### src/tla_pkg.sv
// package: register map, reset values and carriers of the thermal limit alarm bank
package tla_pkg;
  // ==========================================================
  // register offsets (printed offsets are not multiples of four: indices)
  localparam logic [7:0] TLA_IDX_R3_HI_INT = 8'h26;
  localparam logic [7:0] TLA_IDX_R3_HI_FRAC = 8'h27;
  localparam logic [7:0] TLA_IDX_LO_INT = 8'h30;
  localparam logic [7:0] TLA_IDX_LO_FRAC = 8'h31;
  localparam logic [7:0] TLA_IDX_HI_FLAGS = 8'h32;
  localparam logic [7:0] TLA_IDX_LO_FLAGS = 8'h33;
  localparam logic [7:0] TLA_IDX_PIN_MASK = 8'h34;
  localparam logic [7:0] TLA_IDX_CH_HI_BASE = 8'h50;
  localparam logic [7:0] TLA_IDX_IRQ_STAT = 8'h60;
  localparam logic [7:0] TLA_IDX_IRQ_CLR = 8'h61;
  localparam logic [7:0] TLA_IDX_IRQ_EN = 8'h62;
  localparam logic [7:0] TLA_IDX_FMT = 8'h63;
  localparam int TLA_ADDR_W = 10;
  // ==========================================================
  // reset values
  localparam logic [7:0] TLA_RST_R3_HI_INT = 8'h7F;
  localparam logic [7:0] TLA_RST_R3_HI_FRAC = 8'h00;
  localparam logic [7:0] TLA_RST_LO_INT = 8'hC9;
  localparam logic [7:0] TLA_RST_LO_FRAC = 8'h00;
  localparam logic [3:0] TLA_RST_FLAGS = 4'h0;
  localparam logic [3:0] TLA_RST_MASK = 4'h0;
  localparam logic [15:0] TLA_RST_CH_HI = 16'h7F00;
  // ==========================================================
  // field layout
  localparam int TLA_NCH = 4;
  localparam int TLA_CH_R3 = 3;
  localparam logic [3:0] TLA_FRAC_ZERO = 4'h0;
  localparam logic [1:0] TLA_RESP_OKAY = 2'b00;
  localparam logic [1:0] TLA_RESP_SLVERR = 2'b10;
  // ==========================================================
  // carriers
  typedef struct packed {
    logic valid;
    logic [TLA_NCH-1:0][15:0] temp;
  } tla_meas_s;
  typedef struct packed {
    logic [3:0] hi;
    logic [3:0] lo;
  } tla_flags_s;
endpackage : tla_pkg

### src/tla_thermal_limit_alarm_regs.sv
// thermal limit alarm register bank with AXI4-Lite slave
//
// Implementation choice: register access over AXI4-Lite.
`timescale 1ns/1ps
`default_nettype none
// ==========================================================
// Functional notes
// - shared low limit integer byte, reset C9h
// - shared low limit fraction byte, reset 00h
// - remote 3 high limit fraction, reset 00h
// - high flag when channel exceeds own limit
// - low flag when channel below shared limit
// - flag registers read-only, reset 00h
// - mask bit suppresses alarm pin per channel
// - remote 3 high limit integer, reset 7Fh
module tla_thermal_limit_alarm_regs
  import tla_pkg::*;
(
  input wire logic aclk,
  input wire logic aresetn,
  input wire logic [TLA_ADDR_W-1:0] s_axi_awaddr,
  input wire logic [2:0] s_axi_awprot,
  input wire logic s_axi_awvalid,
  output logic s_axi_awready,
  input wire logic [31:0] s_axi_wdata,
  input wire logic [3:0] s_axi_wstrb,
  input wire logic s_axi_wvalid,
  output logic s_axi_wready,
  output logic [1:0] s_axi_bresp,
  output logic s_axi_bvalid,
  input wire logic s_axi_bready,
  input wire logic [TLA_ADDR_W-1:0] s_axi_araddr,
  input wire logic [2:0] s_axi_arprot,
  input wire logic s_axi_arvalid,
  output logic s_axi_arready,
  output logic [31:0] s_axi_rdata,
  output logic [1:0] s_axi_rresp,
  output logic s_axi_rvalid,
  input wire logic s_axi_rready,
  input wire tla_pkg::tla_meas_s meas,
  output logic over_temp_alarm_pin_o,
  output logic over_temp_alarm_pin_oe,
  output logic irq
);
  import tla_pkg::*;

  // ==========================================================
  // state
  logic aw_got_r, aw_got_nxt, w_got_r, w_got_nxt;
  logic awready_r, awready_nxt;
  logic wready_r, wready_nxt;
  logic arready_r, arready_nxt;
  logic [TLA_ADDR_W-1:0] awaddr_r, awaddr_nxt;
  logic [31:0] wdata_r, wdata_nxt;
  logic [3:0] wstrb_r, wstrb_nxt;
  logic bvalid_r, bvalid_nxt, rvalid_r, rvalid_nxt;
  logic [1:0] bresp_r, bresp_nxt, rresp_r, rresp_nxt;
  logic [31:0] rdata_r, rdata_nxt;
  logic [7:0] r3_hi_int_r, r3_hi_int_nxt, r3_hi_frac_r, r3_hi_frac_nxt;
  logic [7:0] lo_int_r, lo_int_nxt, lo_frac_r, lo_frac_nxt;
  logic [2:0][15:0] ch_hi_r, ch_hi_nxt;
  tla_flags_s flags_r, flags_nxt;
  logic [3:0] mask_r, mask_nxt;
  logic [7:0] ist_r, ist_nxt, ien_r, ien_nxt;
  logic fmt_r, fmt_nxt;
  logic pin_r, pin_nxt, irq_r, irq_nxt;
  logic [TLA_NCH-1:0] hi_hit, lo_hit;
  logic [TLA_NCH-1:0][15:0] hi_lim;
  logic [7:0] widx, ridx, wb;
  logic wr_go, wr_ok, rd_go;
  logic [7:0] ist_set, ist_clr;

  // ==========================================================
  // comparators
  assign hi_lim[0] = ch_hi_r[0];
  assign hi_lim[1] = ch_hi_r[1];
  assign hi_lim[2] = ch_hi_r[2];
  assign hi_lim[TLA_CH_R3] = {r3_hi_int_r, r3_hi_frac_r};
  genvar g;
  generate
    for (g = 0; g < TLA_NCH; g++) begin : g_cmp
      assign hi_hit[g] = meas.valid &&
        ($signed(meas.temp[g]) > $signed(hi_lim[g]));
      assign lo_hit[g] = meas.valid &&
        ($signed(meas.temp[g]) < $signed({lo_int_r, lo_frac_r}));
    end
  endgenerate

  // ==========================================================
  // bus decode
  assign widx = awaddr_r[TLA_ADDR_W-1:2];
  assign wb = wdata_r[7:0];
  assign wr_go = aw_got_r && w_got_r && !bvalid_r;
  assign wr_ok = wstrb_r[0];
  assign rd_go = s_axi_arvalid && !rvalid_r;
  assign ridx = s_axi_araddr[TLA_ADDR_W-1:2];

  always_comb begin
    aw_got_nxt = aw_got_r;
    w_got_nxt = w_got_r;
    awaddr_nxt = awaddr_r;
    wdata_nxt = wdata_r;
    wstrb_nxt = wstrb_r;
    bvalid_nxt = bvalid_r;
    bresp_nxt = bresp_r;
    rvalid_nxt = rvalid_r;
    rresp_nxt = rresp_r;
    rdata_nxt = rdata_r;
    r3_hi_int_nxt = r3_hi_int_r;
    r3_hi_frac_nxt = r3_hi_frac_r;
    lo_int_nxt = lo_int_r;
    lo_frac_nxt = lo_frac_r;
    ch_hi_nxt = ch_hi_r;
    mask_nxt = mask_r;
    ien_nxt = ien_r;
    fmt_nxt = fmt_r;
    ist_clr = 8'h00;
    if (s_axi_awvalid && !aw_got_r) begin
      aw_got_nxt = 1'b1;
      awaddr_nxt = s_axi_awaddr;
    end
    if (s_axi_wvalid && !w_got_r) begin
      w_got_nxt = 1'b1;
      wdata_nxt = s_axi_wdata;
      wstrb_nxt = s_axi_wstrb;
    end
    if (wr_go) begin
      aw_got_nxt = 1'b0;
      w_got_nxt = 1'b0;
      bvalid_nxt = 1'b1;
      bresp_nxt = TLA_RESP_OKAY;
      // stored bytes are never rewritten on a format change
      case (widx)
        TLA_IDX_R3_HI_INT: begin
          if (wr_ok) r3_hi_int_nxt = wb;
        end
        TLA_IDX_R3_HI_FRAC: begin
          if (wr_ok) r3_hi_frac_nxt = {wb[7:4], TLA_FRAC_ZERO};
        end
        TLA_IDX_LO_INT: begin
          if (wr_ok) lo_int_nxt = wb;
        end
        TLA_IDX_LO_FRAC: begin
          if (wr_ok) lo_frac_nxt = {wb[7:4], TLA_FRAC_ZERO};
        end
        TLA_IDX_HI_FLAGS, TLA_IDX_LO_FLAGS, TLA_IDX_IRQ_STAT: begin
          // read-only: write accepted and ignored
        end
        TLA_IDX_PIN_MASK: begin
          if (wr_ok) mask_nxt = wb[3:0];
        end
        TLA_IDX_CH_HI_BASE, TLA_IDX_CH_HI_BASE + 8'h01, TLA_IDX_CH_HI_BASE + 8'h02: begin
          if (wstrb_r[1]) ch_hi_nxt[widx[1:0]][15:8] = wdata_r[15:8];
          if (wr_ok) ch_hi_nxt[widx[1:0]][7:0] = {wb[7:4], TLA_FRAC_ZERO};
        end
        TLA_IDX_IRQ_CLR: begin
          if (wr_ok) ist_clr = wb;
        end
        TLA_IDX_IRQ_EN: begin
          if (wr_ok) ien_nxt = wb;
        end
        TLA_IDX_FMT: begin
          if (wr_ok) fmt_nxt = wb[0];
        end
        default: begin
          bresp_nxt = TLA_RESP_SLVERR;
        end
      endcase
    end
    if (bvalid_r && s_axi_bready) begin
      bvalid_nxt = 1'b0;
    end
    if (rd_go) begin
      rvalid_nxt = 1'b1;
      rresp_nxt = TLA_RESP_OKAY;
      case (ridx)
        TLA_IDX_R3_HI_INT: begin
          rdata_nxt = {24'h000000, r3_hi_int_r};
        end
        TLA_IDX_R3_HI_FRAC: begin
          rdata_nxt = {24'h000000, r3_hi_frac_r};
        end
        TLA_IDX_LO_INT: begin
          rdata_nxt = {24'h000000, lo_int_r};
        end
        TLA_IDX_LO_FRAC: begin
          rdata_nxt = {24'h000000, lo_frac_r};
        end
        TLA_IDX_HI_FLAGS: begin
          rdata_nxt = {28'h0000000, flags_r.hi};
        end
        TLA_IDX_LO_FLAGS: begin
          rdata_nxt = {28'h0000000, flags_r.lo};
        end
        TLA_IDX_PIN_MASK: begin
          rdata_nxt = {28'h0000000, mask_r};
        end
        TLA_IDX_CH_HI_BASE, TLA_IDX_CH_HI_BASE + 8'h01, TLA_IDX_CH_HI_BASE + 8'h02:
          rdata_nxt = {16'h0000, ch_hi_r[ridx[1:0]]};
        TLA_IDX_IRQ_STAT: begin
          rdata_nxt = {24'h000000, ist_r};
        end
        TLA_IDX_IRQ_CLR: begin
          rdata_nxt = 32'h00000000;
        end
        TLA_IDX_IRQ_EN: begin
          rdata_nxt = {24'h000000, ien_r};
        end
        TLA_IDX_FMT: begin
          rdata_nxt = {31'h00000000, fmt_r};
        end
        default: begin
          rdata_nxt = 32'h00000000;
          rresp_nxt = TLA_RESP_SLVERR;
        end
      endcase
    end else if (rvalid_r && s_axi_rready) begin
      rvalid_nxt = 1'b0;
    end
    // ready outputs registered from the next holding state
    awready_nxt = !aw_got_nxt;
    wready_nxt = !w_got_nxt;
    arready_nxt = !rvalid_nxt;
  end

  // ==========================================================
  // flags, alarm pin and interrupt
  always_comb begin
    flags_nxt = flags_r;
    if (meas.valid) begin
      flags_nxt.hi = hi_hit;
      flags_nxt.lo = lo_hit;
    end
    pin_nxt = |((flags_nxt.hi | flags_nxt.lo) & ~mask_r);
    ist_set = {(hi_hit & ~flags_r.hi), (lo_hit & ~flags_r.lo)} & {8{meas.valid}};
    ist_nxt = (ist_r & ~ist_clr) | ist_set;
    irq_nxt = |(ist_nxt & ien_nxt);
  end

  always_ff @(posedge aclk) begin
    if (!aresetn) begin
      aw_got_r <= 1'b0;
      w_got_r <= 1'b0;
      awready_r <= 1'b1;
      wready_r <= 1'b1;
      arready_r <= 1'b1;
      awaddr_r <= '0;
      wdata_r <= 32'h00000000;
      wstrb_r <= 4'h0;
      bvalid_r <= 1'b0;
      bresp_r <= TLA_RESP_OKAY;
      rvalid_r <= 1'b0;
      rresp_r <= TLA_RESP_OKAY;
      rdata_r <= 32'h00000000;
      r3_hi_int_r <= TLA_RST_R3_HI_INT;
      r3_hi_frac_r <= TLA_RST_R3_HI_FRAC;
      lo_int_r <= TLA_RST_LO_INT;
      lo_frac_r <= TLA_RST_LO_FRAC;
      ch_hi_r <= {3{TLA_RST_CH_HI}};
      flags_r <= {TLA_RST_FLAGS, TLA_RST_FLAGS};
      mask_r <= TLA_RST_MASK;
      ist_r <= 8'h00;
      ien_r <= 8'h00;
      fmt_r <= 1'b0;
      pin_r <= 1'b0;
      irq_r <= 1'b0;
    end else begin
      aw_got_r <= aw_got_nxt;
      w_got_r <= w_got_nxt;
      awready_r <= awready_nxt;
      wready_r <= wready_nxt;
      arready_r <= arready_nxt;
      awaddr_r <= awaddr_nxt;
      wdata_r <= wdata_nxt;
      wstrb_r <= wstrb_nxt;
      bvalid_r <= bvalid_nxt;
      bresp_r <= bresp_nxt;
      rvalid_r <= rvalid_nxt;
      rresp_r <= rresp_nxt;
      rdata_r <= rdata_nxt;
      r3_hi_int_r <= r3_hi_int_nxt;
      r3_hi_frac_r <= r3_hi_frac_nxt;
      lo_int_r <= lo_int_nxt;
      lo_frac_r <= lo_frac_nxt;
      ch_hi_r <= ch_hi_nxt;
      flags_r <= flags_nxt;
      mask_r <= mask_nxt;
      ist_r <= ist_nxt;
      ien_r <= ien_nxt;
      fmt_r <= fmt_nxt;
      pin_r <= pin_nxt;
      irq_r <= irq_nxt;
    end
  end

  // ==========================================================
  // outputs
  assign s_axi_awready = awready_r;
  assign s_axi_wready = wready_r;
  assign s_axi_bvalid = bvalid_r;
  assign s_axi_bresp = bresp_r;
  assign s_axi_arready = arready_r;
  assign s_axi_rvalid = rvalid_r;
  assign s_axi_rresp = rresp_r;
  assign s_axi_rdata = rdata_r;
  assign over_temp_alarm_pin_o = 1'b0;
  assign over_temp_alarm_pin_oe = pin_r;
  assign irq = irq_r;
endmodule : tla_thermal_limit_alarm_regs
`default_nettype wire

### config.mk
export PLATFORM = sky130hd
export DESIGN_NAME = tla_thermal_limit_alarm_regs
export DESIGN_NICKNAME = d
export VERILOG_FILES = /design/src/tla_pkg.sv /design/src/tla_thermal_limit_alarm_regs.sv
export SDC_FILE = /design/constraint.sdc
export NUM_CORES = 1
export LEC_CHECK = 0
export BUFFER_PORTS_ARGS = -buffer_cell sky130_fd_sc_hd__buf_2
export CELL_PAD_IN_SITES_DETAIL_PLACEMENT = 1
export CELL_PAD_IN_SITES_GLOBAL_PLACEMENT = 1
export CORE_MARGIN = 8
export CORE_UTILIZATION = 44
export CTS_CLUSTER_DIAMETER = 60
export CTS_CLUSTER_SIZE = 14
export DETAILED_ROUTE_END_ITERATION = 10
export PLACE_DENSITY_LB_ADDON = 0.1
export SLEW_MARGIN = 40
export SYNTH_ARGS = -nofsm -noshare
export SYNTH_HDL_FRONTEND = slang
export SYNTH_SLANG_ARGS = --single-unit
### constraint.sdc
create_clock -name aclk -period 4.65 [get_ports aclk]
set_input_delay 0.93 -clock aclk [delete_from_list [all_inputs] [get_ports aclk]]
set_output_delay 0.93 -clock aclk [all_outputs]
set_load 0.05 [all_outputs]
==> flow_summary.toml <==
[status]
status = "complete, no violations"

[logic_synthesis]
avgSynthCellArea_sq_um = 8.24
synth_ff_type = "dfxtp_1"
syn_area_sq_mm = 0.00864
synth-warning-count = 0
ys_types = 70
async_flop_share_pct = 0
yosysTopAreaCellShare_pct = 32.9
synth_edf_count = 0
ys_seq_area_share_pct = 32.9
yosysTopAreaCell = "dfxtp_1"
netlist_instances = 1048
ys_top_cells_by_area = "dfxtp_1 (33%), ha_1 (13%), mux2i_1 (6.6%)"
ys_ff_latch = 142

[global_route]
grt_max_degree = 41
antenna_found_initial = 0
grt_pass1_vias = 8465
track_usage_pct = 25.1
grt_pass1_wl_microns = 46700
globalRouteOverflowTotal = 0

[clock_network]
cts_sinks = 142
clockRootBuffer = "clkbuf_16"
clkTransAtPathRegs_ps = 70
post_cts_buffers = 0
htree_levels = 4
cts_resized = 0
cts_made_buffers = 17
cts_hold_buf = 0
insertion_delay_ps = 420
clockBufferDepth = 2
cts_tree = "yes"

[timing]
fmax_mhz = 319
rsz0062_at_grt = "false"
tightest_slew_ps = 764
max-slew-margin-rel_pct = 48.9
fin_skew_ps = 9.38
tns_ps = 0
min_period_ps = 3140
hold_viol = 0
holdWs_ps = 450
timing.final.max_slew_violations = 0
setup_viol = 0
period_share_pct = 67.5

[cells_and_area]
drive_gt1_share_pct = 18.1
fin_nets = 1389
fin_util_pct = 52.3
fin_area_sq_mm = 0.0101
area_delta_synth_final_pct = 17.1

[worst_hold_path]
worst_hold_path_type = "register to register"

[place]
placed_area_sq_mm = 0.00947
gp_congestion = 0.859
place.port_buffers = 130
dp_hpwl_microns = 23600

[die]
die_area_sq_mm = 0.0244
row_count = 51
start_util_pct = 44.7
ios = 178
die_height_microns = 156
coreArea_sq_mm = 0.0193
die_x_microns = 156

[power_and_ir_drop]
total_power_mw = 3.16
leakage_nw = 4.60
peakVddDrop_v = 0.000247
cellPowerDensity_mw_per_mm2 = 312

[detailed_routing]
drt_wl_total_microns = 30100
wl_met3_microns = 1170
vias = 8076
drtIter0Drc = 372
wl_per_cell_microns = 20.9
dr.pass1.iters = 5
top_layer_used = "met4"
drt-met1-wl_microns = 12600
dr_wl_met2_microns = 15400
routed_via_density = 5.60
drc_errors = 0
drtAntennaViolNets = 0

[setup_path]
cp.required_ps = 4930
crit_fanout = 4
path_class = "input port to register"
cp.arrival_ps = 3410
cp-end-kind = "register"
startpoint_type = "input port"

[run]
cap_viol_max_count = 0
[cells in the final DEF, fill, tap and decap left out, drive strengths merged, types with 7 or more instances in the layout]
cell type,synthesis,routed
nor2,87,87
and2,11,11
mux2i,57,57
nor2b,9,9
a2111oi,7,7
mux2,14,14
nand2b,17,17
clkbuf,37,18
a21oi,79,79
nand3,21,21
o211ai,37,37
nand2,149,149
buf,29,144
o21a,12,12
ha,92,92
o21ai,33,33
a21o,9,9
a22oi,11,11
nor3,10,10
nand4,14,14
conb,1,19
dfxtp,142,142
inv,73,80
[state kept, by name (all words and copies together), names as in the netlist, 2 cells and up]
| name | cells |
|---|---|
| wdata_r | 16 |
| ch_hi_r | 36 |
| s_axi_rdata | 16 |
| flags_r | 8 |
| ien_r | 8 |
| mask_r | 4 |
| r3_hi_int_r | 8 |
| awaddr_r | 8 |
| r3_hi_frac_r | 4 |
| lo_int_r | 8 |
| lo_frac_r | 4 |
| wstrb_r | 2 |
| ist_r | 8 |
[synthesized netlist by cell type, types with 9 or more instances]
| master | count |
|---|---|
| nor3_1 | 10 |
| o21a_1 | 12 |
| inv_1 | 73 |
| nor2b_1 | 9 |
| mux2_2 | 13 |
| and2_1 | 11 |
| nor2_1 | 87 |
| nand2b_1 | 17 |
| nand3_1 | 21 |
| o211ai_1 | 37 |
| a22oi_1 | 11 |
| nand2_1 | 149 |
| mux2i_1 | 57 |
| dfxtp_1 | 142 |
| a21oi_1 | 79 |
| a21o_1 | 9 |
| buf_4 | 19 |
| clkbuf_1 | 36 |
| nand4_1 | 14 |
| ha_1 | 92 |
| o21ai_0 | 32 |
[logic make-up (layout without fill, tap and decap cells)]
kind of cell	count (synthesis)	in the layout	share of synthesized area, %
compound gates	240	240	18.4
xor+xnor	1	1	0.101
fa+ha+maj	92	92	13.3
buf+inv	139	249	7.07
flops	142	142	32.9
mux	71	71	8.47
other cells	1	20	0.0434
simple gates	362	362	19.6
[layout make-up]
cell class | instances | area [sq um]
fill | 2394 | 9220
multi-input combinational | 785 | 5270
sequential | 142 | 2840
antenna | 1 | 2.50
clock buffer | 18 | 439
timing repair buffer | 144 | 756
inverter | 73 | 274
clock inverter | 14 | 200
tap | 265 | 332
[per-layer routing]
| layer | global-route usage, % | vias up |
|---|---|---|
| met1 | 28.2 | 3903 |
| met2 | 45.4 | 191 |
| met3 | 4.63 | 55 |
| li1 | - | 3927 |
| met4 | 10.9 | 0 |
| met5 | 0 | - |
[per-stage QoR]
step | worst slack, ps | cells
after floorplan | 1630 | 1066
after global placement | 1110 | 1409
after detailed placement | 1120 | 1409
after CTS | 1530 | 1441
after global routing | 1470 | 1441
final | 1510 | 1442
[where the power goes]
group	leakage (nW)	switching, mW	internal, mW
sequential	1.15	0.0442	1.25
clock	0.316	0.610	0.884
combinational	3.13	0.237	0.134
total	4.60	0.892	2.27
[worst max-delay path: stages]
cell and delay (ps):
buf_2 110, ha_1 310, or4b_2 610, or4_1 500
o2111ai_1 280, o311ai_1 280, a2111oi_2 260, a41oi_1 140
[worst paths after layout]
path	depth (start not counted)	startpoint	slack (ps)	to
setup / recovery	8	meas[20]	1510	irq$_SDFF_PN0_
hold / removal	2	s_axi_rdata[11]$_SDFFE_PN0P_	450	s_axi_rdata[11]$_SDFFE_PN0P_
setup reg to reg	7	awaddr_r[4]$_SDFFE_PN0P_	1600	irq$_SDFF_PN0_
hold reg to reg	2	s_axi_rdata[11]$_SDFFE_PN0P_	450	s_axi_rdata[11]$_SDFFE_PN0P_
(Power assumes the default switching activity.)
